[config.mk]
export PLATFORM = sky130hd
export DESIGN_NAME = qus_top
export DESIGN_NICKNAME = d
export VERILOG_FILES = /design/src/verilog/qus_pkg.sv /design/src/verilog/qus_top.sv /design/src/verilog/qus_baud_gen.sv
export SDC_FILE = /design/constraint.sdc
export NUM_CORES = 1
export LEC_CHECK = 0
export ABC_AREA = 1
export BUFFER_PORTS_ARGS = -buffer_cell sky130_fd_sc_hd__buf_2
export CAP_MARGIN = 15
export CORE_UTILIZATION = 40
export CTS_CLUSTER_SIZE = 25
export DETAILED_ROUTE_END_ITERATION = 6
export PLACE_DENSITY = 0.6
export SKIP_CTS_REPAIR_TIMING = 1
export SLEW_MARGIN = 20
export SYNTH_ARGS = -nofsm -noshare
export SYNTH_HDL_FRONTEND = slang
export SYNTH_SLANG_ARGS = --single-unit
[constraint.sdc]
create_clock -name clock -period 3.56 [get_ports clock]
set_input_delay 0.712 -clock clock [delete_from_list [all_inputs] [get_ports clock]]
set_output_delay 0.712 -clock clock [all_outputs]
set_load 0.03 [all_outputs]
[src/verilog/qus_pkg.sv]
// Package: constants for the quad UART channel select and ready flag block
package qus_pkg;
  localparam int NUM_CH = 4;
  localparam int ADDR_W = 3;
  localparam int DATA_W = 8;
  localparam int DIV_W = 16;
  localparam int LVL_W = 5;
  localparam int FIFO_DEPTH = 16;
  // Register offsets within one channel
  localparam logic [2:0] OFS_HOLD = 3'h0;
  localparam logic [2:0] OFS_INT_EN = 3'h1;
  localparam logic [2:0] OFS_FIFO_CTL = 3'h2;
  localparam logic [2:0] OFS_LINE_CTL = 3'h3;
  localparam logic [2:0] OFS_MODEM_CTL = 3'h4;
  localparam logic [2:0] OFS_LINE_STAT = 3'h5;
  localparam logic [2:0] OFS_MODEM_STAT = 3'h6;
  localparam logic [2:0] OFS_SCRATCH = 3'h7;
  // Field positions
  localparam int FC_ENABLE_BIT = 0;
  localparam int FC_BLOCK_BIT = 3;
  localparam int FC_TRIG_LSB = 6;
  localparam int LC_DLAB_BIT = 7;
  localparam int LS_RX_READY_BIT = 0;
  localparam int LS_TX_ROOM_BIT = 5;
  localparam int LS_TX_EMPTY_BIT = 6;
  // Reset values and level thresholds
  localparam logic [7:0] RST_BYTE = 8'h00;
  localparam logic [15:0] RST_DIV = 16'h0001;
  localparam logic [4:0] TX_TRIG_LVL = 5'h08;
  localparam logic [4:0] LVL_FULL = 5'h0F;
  // Receive trigger levels for fifo_control codes 0 to 3
  localparam logic [4:0] RX_TRIG_L0 = 5'h01;
  localparam logic [4:0] RX_TRIG_L1 = 5'h04;
  localparam logic [4:0] RX_TRIG_L2 = 5'h08;
  localparam logic [4:0] RX_TRIG_L3 = 5'h0E;
  // Interrupt enable bits
  localparam int IE_RX_BIT = 0;
  localparam int IE_TX_BIT = 1;
  // Strap decode: high selects the four-select mode
  localparam logic STRAP_FOUR_SEL = 1'b1;
  typedef enum logic [0:0] {
    QUS_MODE_SINGLE = 1'b0,
    QUS_MODE_FOUR = 1'b1
  } qus_mode_t;
endpackage : qus_pkg

[src/verilog/qus_top.sv]
// Top: channel decode, per-channel registers and ready/interrupt flags
// What this block does
// - Four-select mode: one low select picks its channel; all high deselects.
// - Four-select mode, all four selects low: a write lands in every channel's register.
// - Single-select mode: select low, two address bits pick channel A to D.
// - Extra address bits are used only in single-select mode.
// - Strap high gives four-select mode, strap low single-select mode.
// - Each channel owns a full independent register set.
// - FIFO off: transmit interrupt part low with byte held, high when empty.
// - FIFO on: transmit interrupt part low above trigger, high below or empty.
// - FIFO off: receive interrupt part high with one byte held, else low.
// - FIFO on: receive interrupt part high above trigger, low below.
// - No DMA master; block bit is FIFO control bit 3, ready outputs only.
// - Block bit clear or FIFO off: single-character ready; set with FIFO on: receive-ready at trigger, transmit-ready until full.
// - Receive-ready follows FIFO off, FIFO and block mode behaviour.
// - Transmit-ready follows FIFO off, FIFO and block mode behaviour.
// - Line status bit 5 means room to send, bit 6 transmitter empty.
// - Host cycles need no oscillator; oscillator feeds baud generators only.
// - External clock on oscillator input drives all four baud generators.
// - Baud generator divides by 16-bit divisor, 1 to 65535, for 16x clock.
`timescale 1ns/1ps
module qus_top (
  input wire logic clock,
  input wire logic rst_n,
  input wire logic bus_type_strap,
  input wire logic port_a_select_n,
  input wire logic port_b_select_n,
  input wire logic port_c_select_n,
  input wire logic port_d_select_n,
  input wire logic [1:0] channel_addr,
  input wire logic [2:0] reg_addr,
  input wire logic [7:0] wr_data,
  input wire logic wr_strobe,
  input wire logic rd_strobe,
  output logic [7:0] rd_data,
  output logic data_oe_n,
  input wire logic oscillator_input,
  input wire logic [3:0] tx_level_in,
  input wire logic [3:0] tx_shift_busy,
  input wire logic [3:0] rx_level_in,
  input wire logic [3:0] rx_timeout,
  output logic [3:0] sample_tick,
  output logic [3:0] int_out,
  output logic [3:0] transmit_ready_n,
  output logic [3:0] receive_ready_n
);
  localparam int NCH = qus_pkg::NUM_CH;

  // Four-bit level fields carry 0..15; a level input of all ones plus busy means full
  function automatic logic [4:0] lvl(input logic [3:0] v);
    lvl = {1'b0, v};
  endfunction : lvl

  function automatic logic [4:0] rx_trig(input logic [1:0] code);
    unique case (code)
      2'b00: rx_trig = qus_pkg::RX_TRIG_L0;
      2'b01: rx_trig = qus_pkg::RX_TRIG_L1;
      2'b10: rx_trig = qus_pkg::RX_TRIG_L2;
      2'b11: rx_trig = qus_pkg::RX_TRIG_L3;
    endcase
  endfunction : rx_trig

  // Strap and oscillator are outside the clock domain: three flops each
  logic [2:0] strap_sync_reg;
  logic [2:0] osc_sync_reg;
  qus_pkg::qus_mode_t mode_reg;
  logic osc_tick;
  logic osc_tick_prev_reg;

  // Strap stages start at the default mode's level: no false mode change after reset
  always_ff @(posedge clock or negedge rst_n) begin
    if (!rst_n) begin
      strap_sync_reg <= {3{qus_pkg::STRAP_FOUR_SEL}};
      osc_sync_reg <= 3'h0;
    end else begin
      strap_sync_reg <= {strap_sync_reg[1:0], bus_type_strap};
      osc_sync_reg <= {osc_sync_reg[1:0], oscillator_input};
    end
  end

  // Mode follows the strap only once the last two stages agree
  always_ff @(posedge clock or negedge rst_n) begin
    if (!rst_n) begin
      mode_reg <= qus_pkg::QUS_MODE_FOUR;
    end else if (strap_sync_reg[1] == strap_sync_reg[2]) begin
      if (strap_sync_reg[2] == qus_pkg::STRAP_FOUR_SEL) begin
        mode_reg <= qus_pkg::QUS_MODE_FOUR;
      end else begin
        mode_reg <= qus_pkg::QUS_MODE_SINGLE;
      end
    end
  end

  // Rising edge of the oscillator input, once the last two stages agree
  assign osc_tick = osc_sync_reg[1] & osc_sync_reg[2] & ~osc_tick_prev_reg;
  always_ff @(posedge clock or negedge rst_n) begin
    if (!rst_n) begin
      osc_tick_prev_reg <= 1'b0;
    end else if (osc_sync_reg[1] == osc_sync_reg[2]) begin
      osc_tick_prev_reg <= osc_sync_reg[2];
    end
  end

  // Channel decode
  // Four-select mode: two or three selects low match no channel; only all low broadcasts
  logic [3:0] sel_vec;
  logic [3:0] sel_n;
  logic broadcast;
  logic any_sel;
  always_comb begin
    sel_n = {port_d_select_n, port_c_select_n, port_b_select_n, port_a_select_n};
    sel_vec = 4'h0;
    broadcast = 1'b0;
    if (mode_reg == qus_pkg::QUS_MODE_FOUR) begin
      unique case (sel_n)
        4'hE: sel_vec = 4'h1;
        4'hD: sel_vec = 4'h2;
        4'hB: sel_vec = 4'h4;
        4'h7: sel_vec = 4'h8;
        4'h0: begin
          sel_vec = 4'hF;
          broadcast = 1'b1;
        end
        default: sel_vec = 4'h0;
      endcase
    end else if (!port_a_select_n) begin
      sel_vec = 4'h1 << channel_addr;
    end
  end
  assign any_sel = |sel_vec;

  logic [3:0] wr_hit;
  logic rd_hit;
  assign wr_hit = (wr_strobe && any_sel) ? sel_vec : 4'h0;
  // Broadcast reads are a host error and are refused
  assign rd_hit = rd_strobe && any_sel && !broadcast;

  // Per-channel register sets
  logic [7:0] int_en_reg [NCH];
  logic [7:0] fifo_ctl_reg [NCH];
  logic [7:0] line_ctl_reg [NCH];
  logic [7:0] modem_ctl_reg [NCH];
  logic [7:0] scratch_reg [NCH];
  logic [7:0] tx_hold_reg [NCH];
  logic [15:0] divisor_reg [NCH];
  logic [3:0] rx_block_reg;
  logic [7:0] rd_mux [NCH];

  genvar g;
  generate
    for (g = 0; g < NCH; g++) begin : g_ch
      logic fifo_on;
      logic block_on;
      logic dlab;
      logic [4:0] tx_lvl;
      logic [4:0] rx_lvl;
      logic tx_empty;
      logic tx_full;
      logic rx_has;
      logic [4:0] rx_tl;
      logic tx_part;
      logic rx_part;
      logic tx_irq;
      logic rx_irq;

      assign fifo_on = fifo_ctl_reg[g][qus_pkg::FC_ENABLE_BIT];
      assign block_on = fifo_ctl_reg[g][qus_pkg::FC_BLOCK_BIT];
      assign dlab = line_ctl_reg[g][qus_pkg::LC_DLAB_BIT];
      // Levels are shared by all channels; busy and timeout are per channel
      assign tx_lvl = lvl(tx_level_in);
      assign rx_lvl = lvl(rx_level_in);
      assign tx_empty = (tx_lvl == 5'h00);
      assign tx_full = (tx_lvl == qus_pkg::LVL_FULL) && tx_shift_busy[g];
      assign rx_has = (rx_lvl != 5'h00);
      assign rx_tl = rx_trig(fifo_ctl_reg[g][qus_pkg::FC_TRIG_LSB +: 2]);
      assign tx_irq = tx_part & int_en_reg[g][qus_pkg::IE_TX_BIT];
      assign rx_irq = rx_part & int_en_reg[g][qus_pkg::IE_RX_BIT];

      always_ff @(posedge clock or negedge rst_n) begin
        if (!rst_n) begin
          int_en_reg[g] <= qus_pkg::RST_BYTE;
          fifo_ctl_reg[g] <= qus_pkg::RST_BYTE;
          line_ctl_reg[g] <= qus_pkg::RST_BYTE;
          modem_ctl_reg[g] <= qus_pkg::RST_BYTE;
          scratch_reg[g] <= qus_pkg::RST_BYTE;
          tx_hold_reg[g] <= qus_pkg::RST_BYTE;
          divisor_reg[g] <= qus_pkg::RST_DIV;
        end else if (wr_hit[g]) begin
          unique case (reg_addr)
            qus_pkg::OFS_HOLD: begin
              if (dlab) begin
                divisor_reg[g][7:0] <= wr_data;
              end else begin
                tx_hold_reg[g] <= wr_data;
              end
            end
            qus_pkg::OFS_INT_EN: begin
              if (dlab) begin
                divisor_reg[g][15:8] <= wr_data;
              end else begin
                int_en_reg[g] <= wr_data;
              end
            end
            qus_pkg::OFS_FIFO_CTL: fifo_ctl_reg[g] <= wr_data;
            qus_pkg::OFS_LINE_CTL: line_ctl_reg[g] <= wr_data;
            qus_pkg::OFS_MODEM_CTL: modem_ctl_reg[g] <= wr_data;
            qus_pkg::OFS_SCRATCH: scratch_reg[g] <= wr_data;
            qus_pkg::OFS_LINE_STAT, qus_pkg::OFS_MODEM_STAT: ;
          endcase
        end
      end

      // Block-mode receive-ready latch: falls at trigger or timeout, rises on empty
      always_ff @(posedge clock or negedge rst_n) begin
        if (!rst_n) begin
          rx_block_reg[g] <= 1'b1;
        end else if (!rx_has) begin
          rx_block_reg[g] <= 1'b1;
        end else if (rx_lvl >= rx_tl || rx_timeout[g]) begin
          rx_block_reg[g] <= 1'b0;
        end
      end

      // Transmit and receive parts of the interrupt, per FIFO mode
      always_comb begin
        if (!fifo_on) begin
          tx_part = tx_empty;
          rx_part = rx_has;
        end else begin
          tx_part = (tx_lvl <= qus_pkg::TX_TRIG_LVL);
          rx_part = (rx_lvl >= rx_tl);
        end
      end

      always_ff @(posedge clock or negedge rst_n) begin
        if (!rst_n) begin
          int_out[g] <= 1'b0;
          transmit_ready_n[g] <= 1'b1;
          receive_ready_n[g] <= 1'b1;
        end else begin
          int_out[g] <= tx_irq | rx_irq;
          if (fifo_on && block_on) begin
            transmit_ready_n[g] <= tx_full;
            receive_ready_n[g] <= rx_block_reg[g];
          end else begin
            transmit_ready_n[g] <= !tx_empty;
            receive_ready_n[g] <= !rx_has;
          end
        end
      end

      // Read view of this channel
      // Holding register reads zero: the receive path lies outside this block
      always_comb begin
        unique case (reg_addr)
          qus_pkg::OFS_HOLD: rd_mux[g] = dlab ? divisor_reg[g][7:0] : 8'h00;
          qus_pkg::OFS_INT_EN: rd_mux[g] = dlab ? divisor_reg[g][15:8] : int_en_reg[g];
          qus_pkg::OFS_FIFO_CTL: rd_mux[g] = {fifo_on, fifo_on, 4'h0, ~int_out[g], 1'b0};
          qus_pkg::OFS_LINE_CTL: rd_mux[g] = line_ctl_reg[g];
          qus_pkg::OFS_MODEM_CTL: rd_mux[g] = modem_ctl_reg[g];
          qus_pkg::OFS_LINE_STAT: begin
            rd_mux[g] = 8'h00;
            rd_mux[g][qus_pkg::LS_RX_READY_BIT] = rx_has;
            rd_mux[g][qus_pkg::LS_TX_ROOM_BIT] = !tx_full && (fifo_on || tx_empty);
            rd_mux[g][qus_pkg::LS_TX_EMPTY_BIT] = tx_empty && !tx_shift_busy[g];
          end
          qus_pkg::OFS_MODEM_STAT: rd_mux[g] = 8'h00;
          qus_pkg::OFS_SCRATCH: rd_mux[g] = scratch_reg[g];
        endcase
      end

      // Oscillator feeds only the baud generators
      qus_baud_gen u_baud (
        .clock(clock),
        .rst_n(rst_n),
        .osc_tick(osc_tick),
        .divisor(divisor_reg[g]),
        .sample_tick(sample_tick[g])
      );
    end
  endgenerate

  // Read data one cycle after the read strobe; bus released otherwise
  // Broadcast and deselected reads never turn the data bus around
  always_ff @(posedge clock or negedge rst_n) begin
    if (!rst_n) begin
      rd_data <= 8'h00;
      data_oe_n <= 1'b1;
    end else begin
      data_oe_n <= !rd_hit;
      rd_data <= 8'h00;
      if (rd_hit) begin
        for (int i = 0; i < NCH; i++) begin
          if (sel_vec[i]) rd_data <= rd_mux[i];
        end
      end
    end
  end
endmodule : qus_top

[src/verilog/qus_baud_gen.sv]
// Baud generator: divides the oscillator enable by a 16-bit divisor
`timescale 1ns/1ps
module qus_baud_gen (
  input wire logic clock,
  input wire logic rst_n,
  input wire logic osc_tick,
  input wire logic [15:0] divisor,
  output logic sample_tick
);
  logic [15:0] count_reg;

  // Divisor of zero is treated as one
  always_ff @(posedge clock or negedge rst_n) begin
    if (!rst_n) begin
      count_reg <= 16'h0000;
      sample_tick <= 1'b0;
    end else begin
      sample_tick <= 1'b0;
      if (osc_tick) begin
        if (count_reg + 16'h0001 >= divisor) begin
          count_reg <= 16'h0000;
          sample_tick <= 1'b1;
        end else begin
          count_reg <= count_reg + 16'h0001;
        end
      end
    end
  end
endmodule : qus_baud_gen

==> reports/metrics.yaml <==
status:
  status: "complete, no violations"
cts:
  cts_tree: "yes"
  clock_sinks: 309
  clkTransAtPathRegs_ns: 0.06
  numCtsBuffers: 37
  cts_root_buffer: "clkbuf_16"
  h-tree-depth: 2
  cts_max_path_buffers: 3
  insertion_delay_ns: 0.54
critical_path:
  crit_required_ns: 3.99
  crit_arrival_ns: 3.44
  startpoint_type: "flop"
  criticalPathCategory: "flop to flop"
  cp_max_fo: 17
  endpoint_kind: "flop"
routing:
  firstDrtPassIters: 5
  wirelength_um: 50000
  drc_errors: 0
  ant_nets: 0
  avgRoutedWirePerCell_um: 17.8
  vias: 14700
  post_drt_via_cell_ratio: 5.22
  drt_iter0_markers: 1209
yosys:
  synth_edf_count: 0
  syn_inst: 2207
  yosysWarningCount: 0
  ys_types: 48
  ys_ff_latch: 309
  syn_area_per_cell_um2: 7.78
  synth_top_cell_by_area: "dfrtp_1"
  synthTopCellsByArea: "dfrtp_1 (42%), nand2_1 (13%), o21ai_0 (9.0%)"
  ys.flop_type: "dfrtp_1"
  synth_most_common_cell: "nand2_1"
  synth_top_area_share_pct: 42.0
  synth.cells.most_frequent: "nand2_1 (604), o21ai_0 (310), dfrtp_1 (288), inv_1 (266), nor2_1 (119)"
  async_flop_share_pct: 100
  synth.cell_area_mm2: 0.0172
  syn_nets: 2331
  yosysSeqAreaShare_pct: 45.2
global_routing:
  grt_max_degree: 83
  track_usage_pct: 23.8
  grt_pass1_vias: 14600
  gr-total-overflow: 0
  antenna_found_initial: 1
  grt_pass1_wl_um: 80900
sta:
  finalClockSkew_ns: 0.0196
  drv_slew: 0
  timing.fmax_mhz: 332
  period_minus_slack_ns: 3.01
  tightest_slew_ns: 0.920
  setup_tns_ns: 0
  rsz0062_at_grt: "false"
  max_slew_margin_pct: 38.6
  setup_viol: 0
  hold_violations: 0
  period_share_pct: 84.5
floorplanning:
  die_area_mm2: 0.0438
  io_pins: 64
  floorplan.initialDensity_pct: 40.7
  die_h_um: 209
  core_mm2: 0.0421
  num_rows: 75
  die_width_um: 209
final_layout:
  drive_gt1_share_pct: 9.55
  final.fill_count: 4175
  syn_to_final_growth_pct: 12.1
  insertedDiodeCount: 0
  fin_nets: 2367
place:
  dp_hpwl_um: 35500
  place.gp.congestion: 0.923
  portBuffers: 63
power:
  p_per_area_mw_per_mm2: 608
  power.total_mw: 11.7
  p_leak_nw: 9.14
  ir_drop_v: 0.000318
flow_run:
  max_cap_viol_count: 0
min_path:
  min_path_type: "input port to asynchronous set/reset pin"
worst paths after layout:
kind	slack (ns)	depth (start not counted)	end	from
setup / recovery	0.55	11	g_ch[1].u_baud.count_reg[0]$_DFFE_PN0P_	g_ch[1].u_baud.count_reg[0]$_DFFE_PN0P_
hold / removal	0.14	1	modem_ctl_reg[8]$_DFFE_PN0P_	rst_n
setup reg to reg	0.55	11	g_ch[1].u_baud.count_reg[0]$_DFFE_PN0P_	g_ch[1].u_baud.count_reg[0]$_DFFE_PN0P_
hold reg to reg	0.35	0	osc_sync_reg[1]$_DFF_PN0_	osc_sync_reg[0]$_DFF_PN0_
max in group asynchronous	2.48	2	divisor_reg[48]$_DFFE_PN1P_	rst_n
min in group clock	0.27	1	strap_sync_reg[0]$_DFF_PN1_	bus_type_strap
report_power, final:
part / internal (mW) / switching, mW
clock: 2.36 / 1.51
combinational: 1.01 / 1.89
sequential: 4.43 / 0.500
total: 7.80 / 3.90
cell usage in the layout, fill, tap and decap left out, drive strengths merged, types with 2 or more instances in the layout:
cell type  instances
and2               5
nand3             75
nor3              30
o2111ai            6
xnor2              8
a31oi              4
nand4             21
dfrtp            288
o21ai            328
bufinv             2
or2                3
clkinv             9
o22ai             17
clkbuf            59
nor2             139
o31ai              4
a21oi             79
inv              272
o221ai             2
xor2              32
dfstp             21
a21boi            16
a211oi             2
o21a              38
o211ai            11
ha                85
nand2            616
buf               92
metrics by stage:
| step | area [um^2] | hold slack, ns | utilization [%] | setup slack (ns) | instances |
|---|---|---|---|---|---|
| after floorplan | 17200 | 0.331 | - | 0.976 | 2207 |
| after global placement | 18000 | 0.336 | 42.7 | 0.606 | 2743 |
| after detailed placement | 18000 | 0.344 | 42.7 | 0.511 | 2743 |
| after CTS | 19200 | 0.167 | 45.7 | 0.486 | 2811 |
| after global routing | 19200 | 0.177 | 45.7 | 0.141 | 2811 |
| final | 19200 | 0.139 | 45.7 | 0.551 | 2811 |
layout make-up:
class / count / area (um^2) / share of cell area (%)
Clock inverter: 9 / 98.8 / 0.514
Inverter: 274 / 1030 / 5.36
Timing Repair Buffer: 92 / 581 / 3.02
Clock buffer: 59 / 1150 / 5.98
Tap cell: 539 / 674 / 3.51
Sequential cell: 309 / 7760 / 40.3
Multi-Input combinational cell: 1529 / 7950 / 41.3
critical path, stage by stage, from the launching register on:
cell and delay (ns):
dfrtp_1 0.41, inv_1 0.07, nor2_1 0.33, nand3_1 0.19
nor2_1 0.19, xor2_1 0.23, ha_1 0.28, a21oi_1 0.15
o21ai_0 0.10, a21oi_1 0.15, nand3_1 0.45, o21ai_0 0.35
metal layers:
metal	up-vias	routed length (um)	track usage, %
met1	7010	22300	32.1
li1	7221	-	-
met5	-	8	0
met4	2	1040	6.21
met3	71	2650	3.29
met2	362	24000	40.0
kinds of logic after synthesis:
logic type,synth area share (%)
AOI/OAI and AO/OA,16.3
xor gates and xnor gates,2.04
adders and majority gates,6.25
buffers and inverters,8.58
DFF,45.2
muxes,0.124
and+or+nand+nor,21.5
Note: power is estimated with default switching activity, not from simulation.
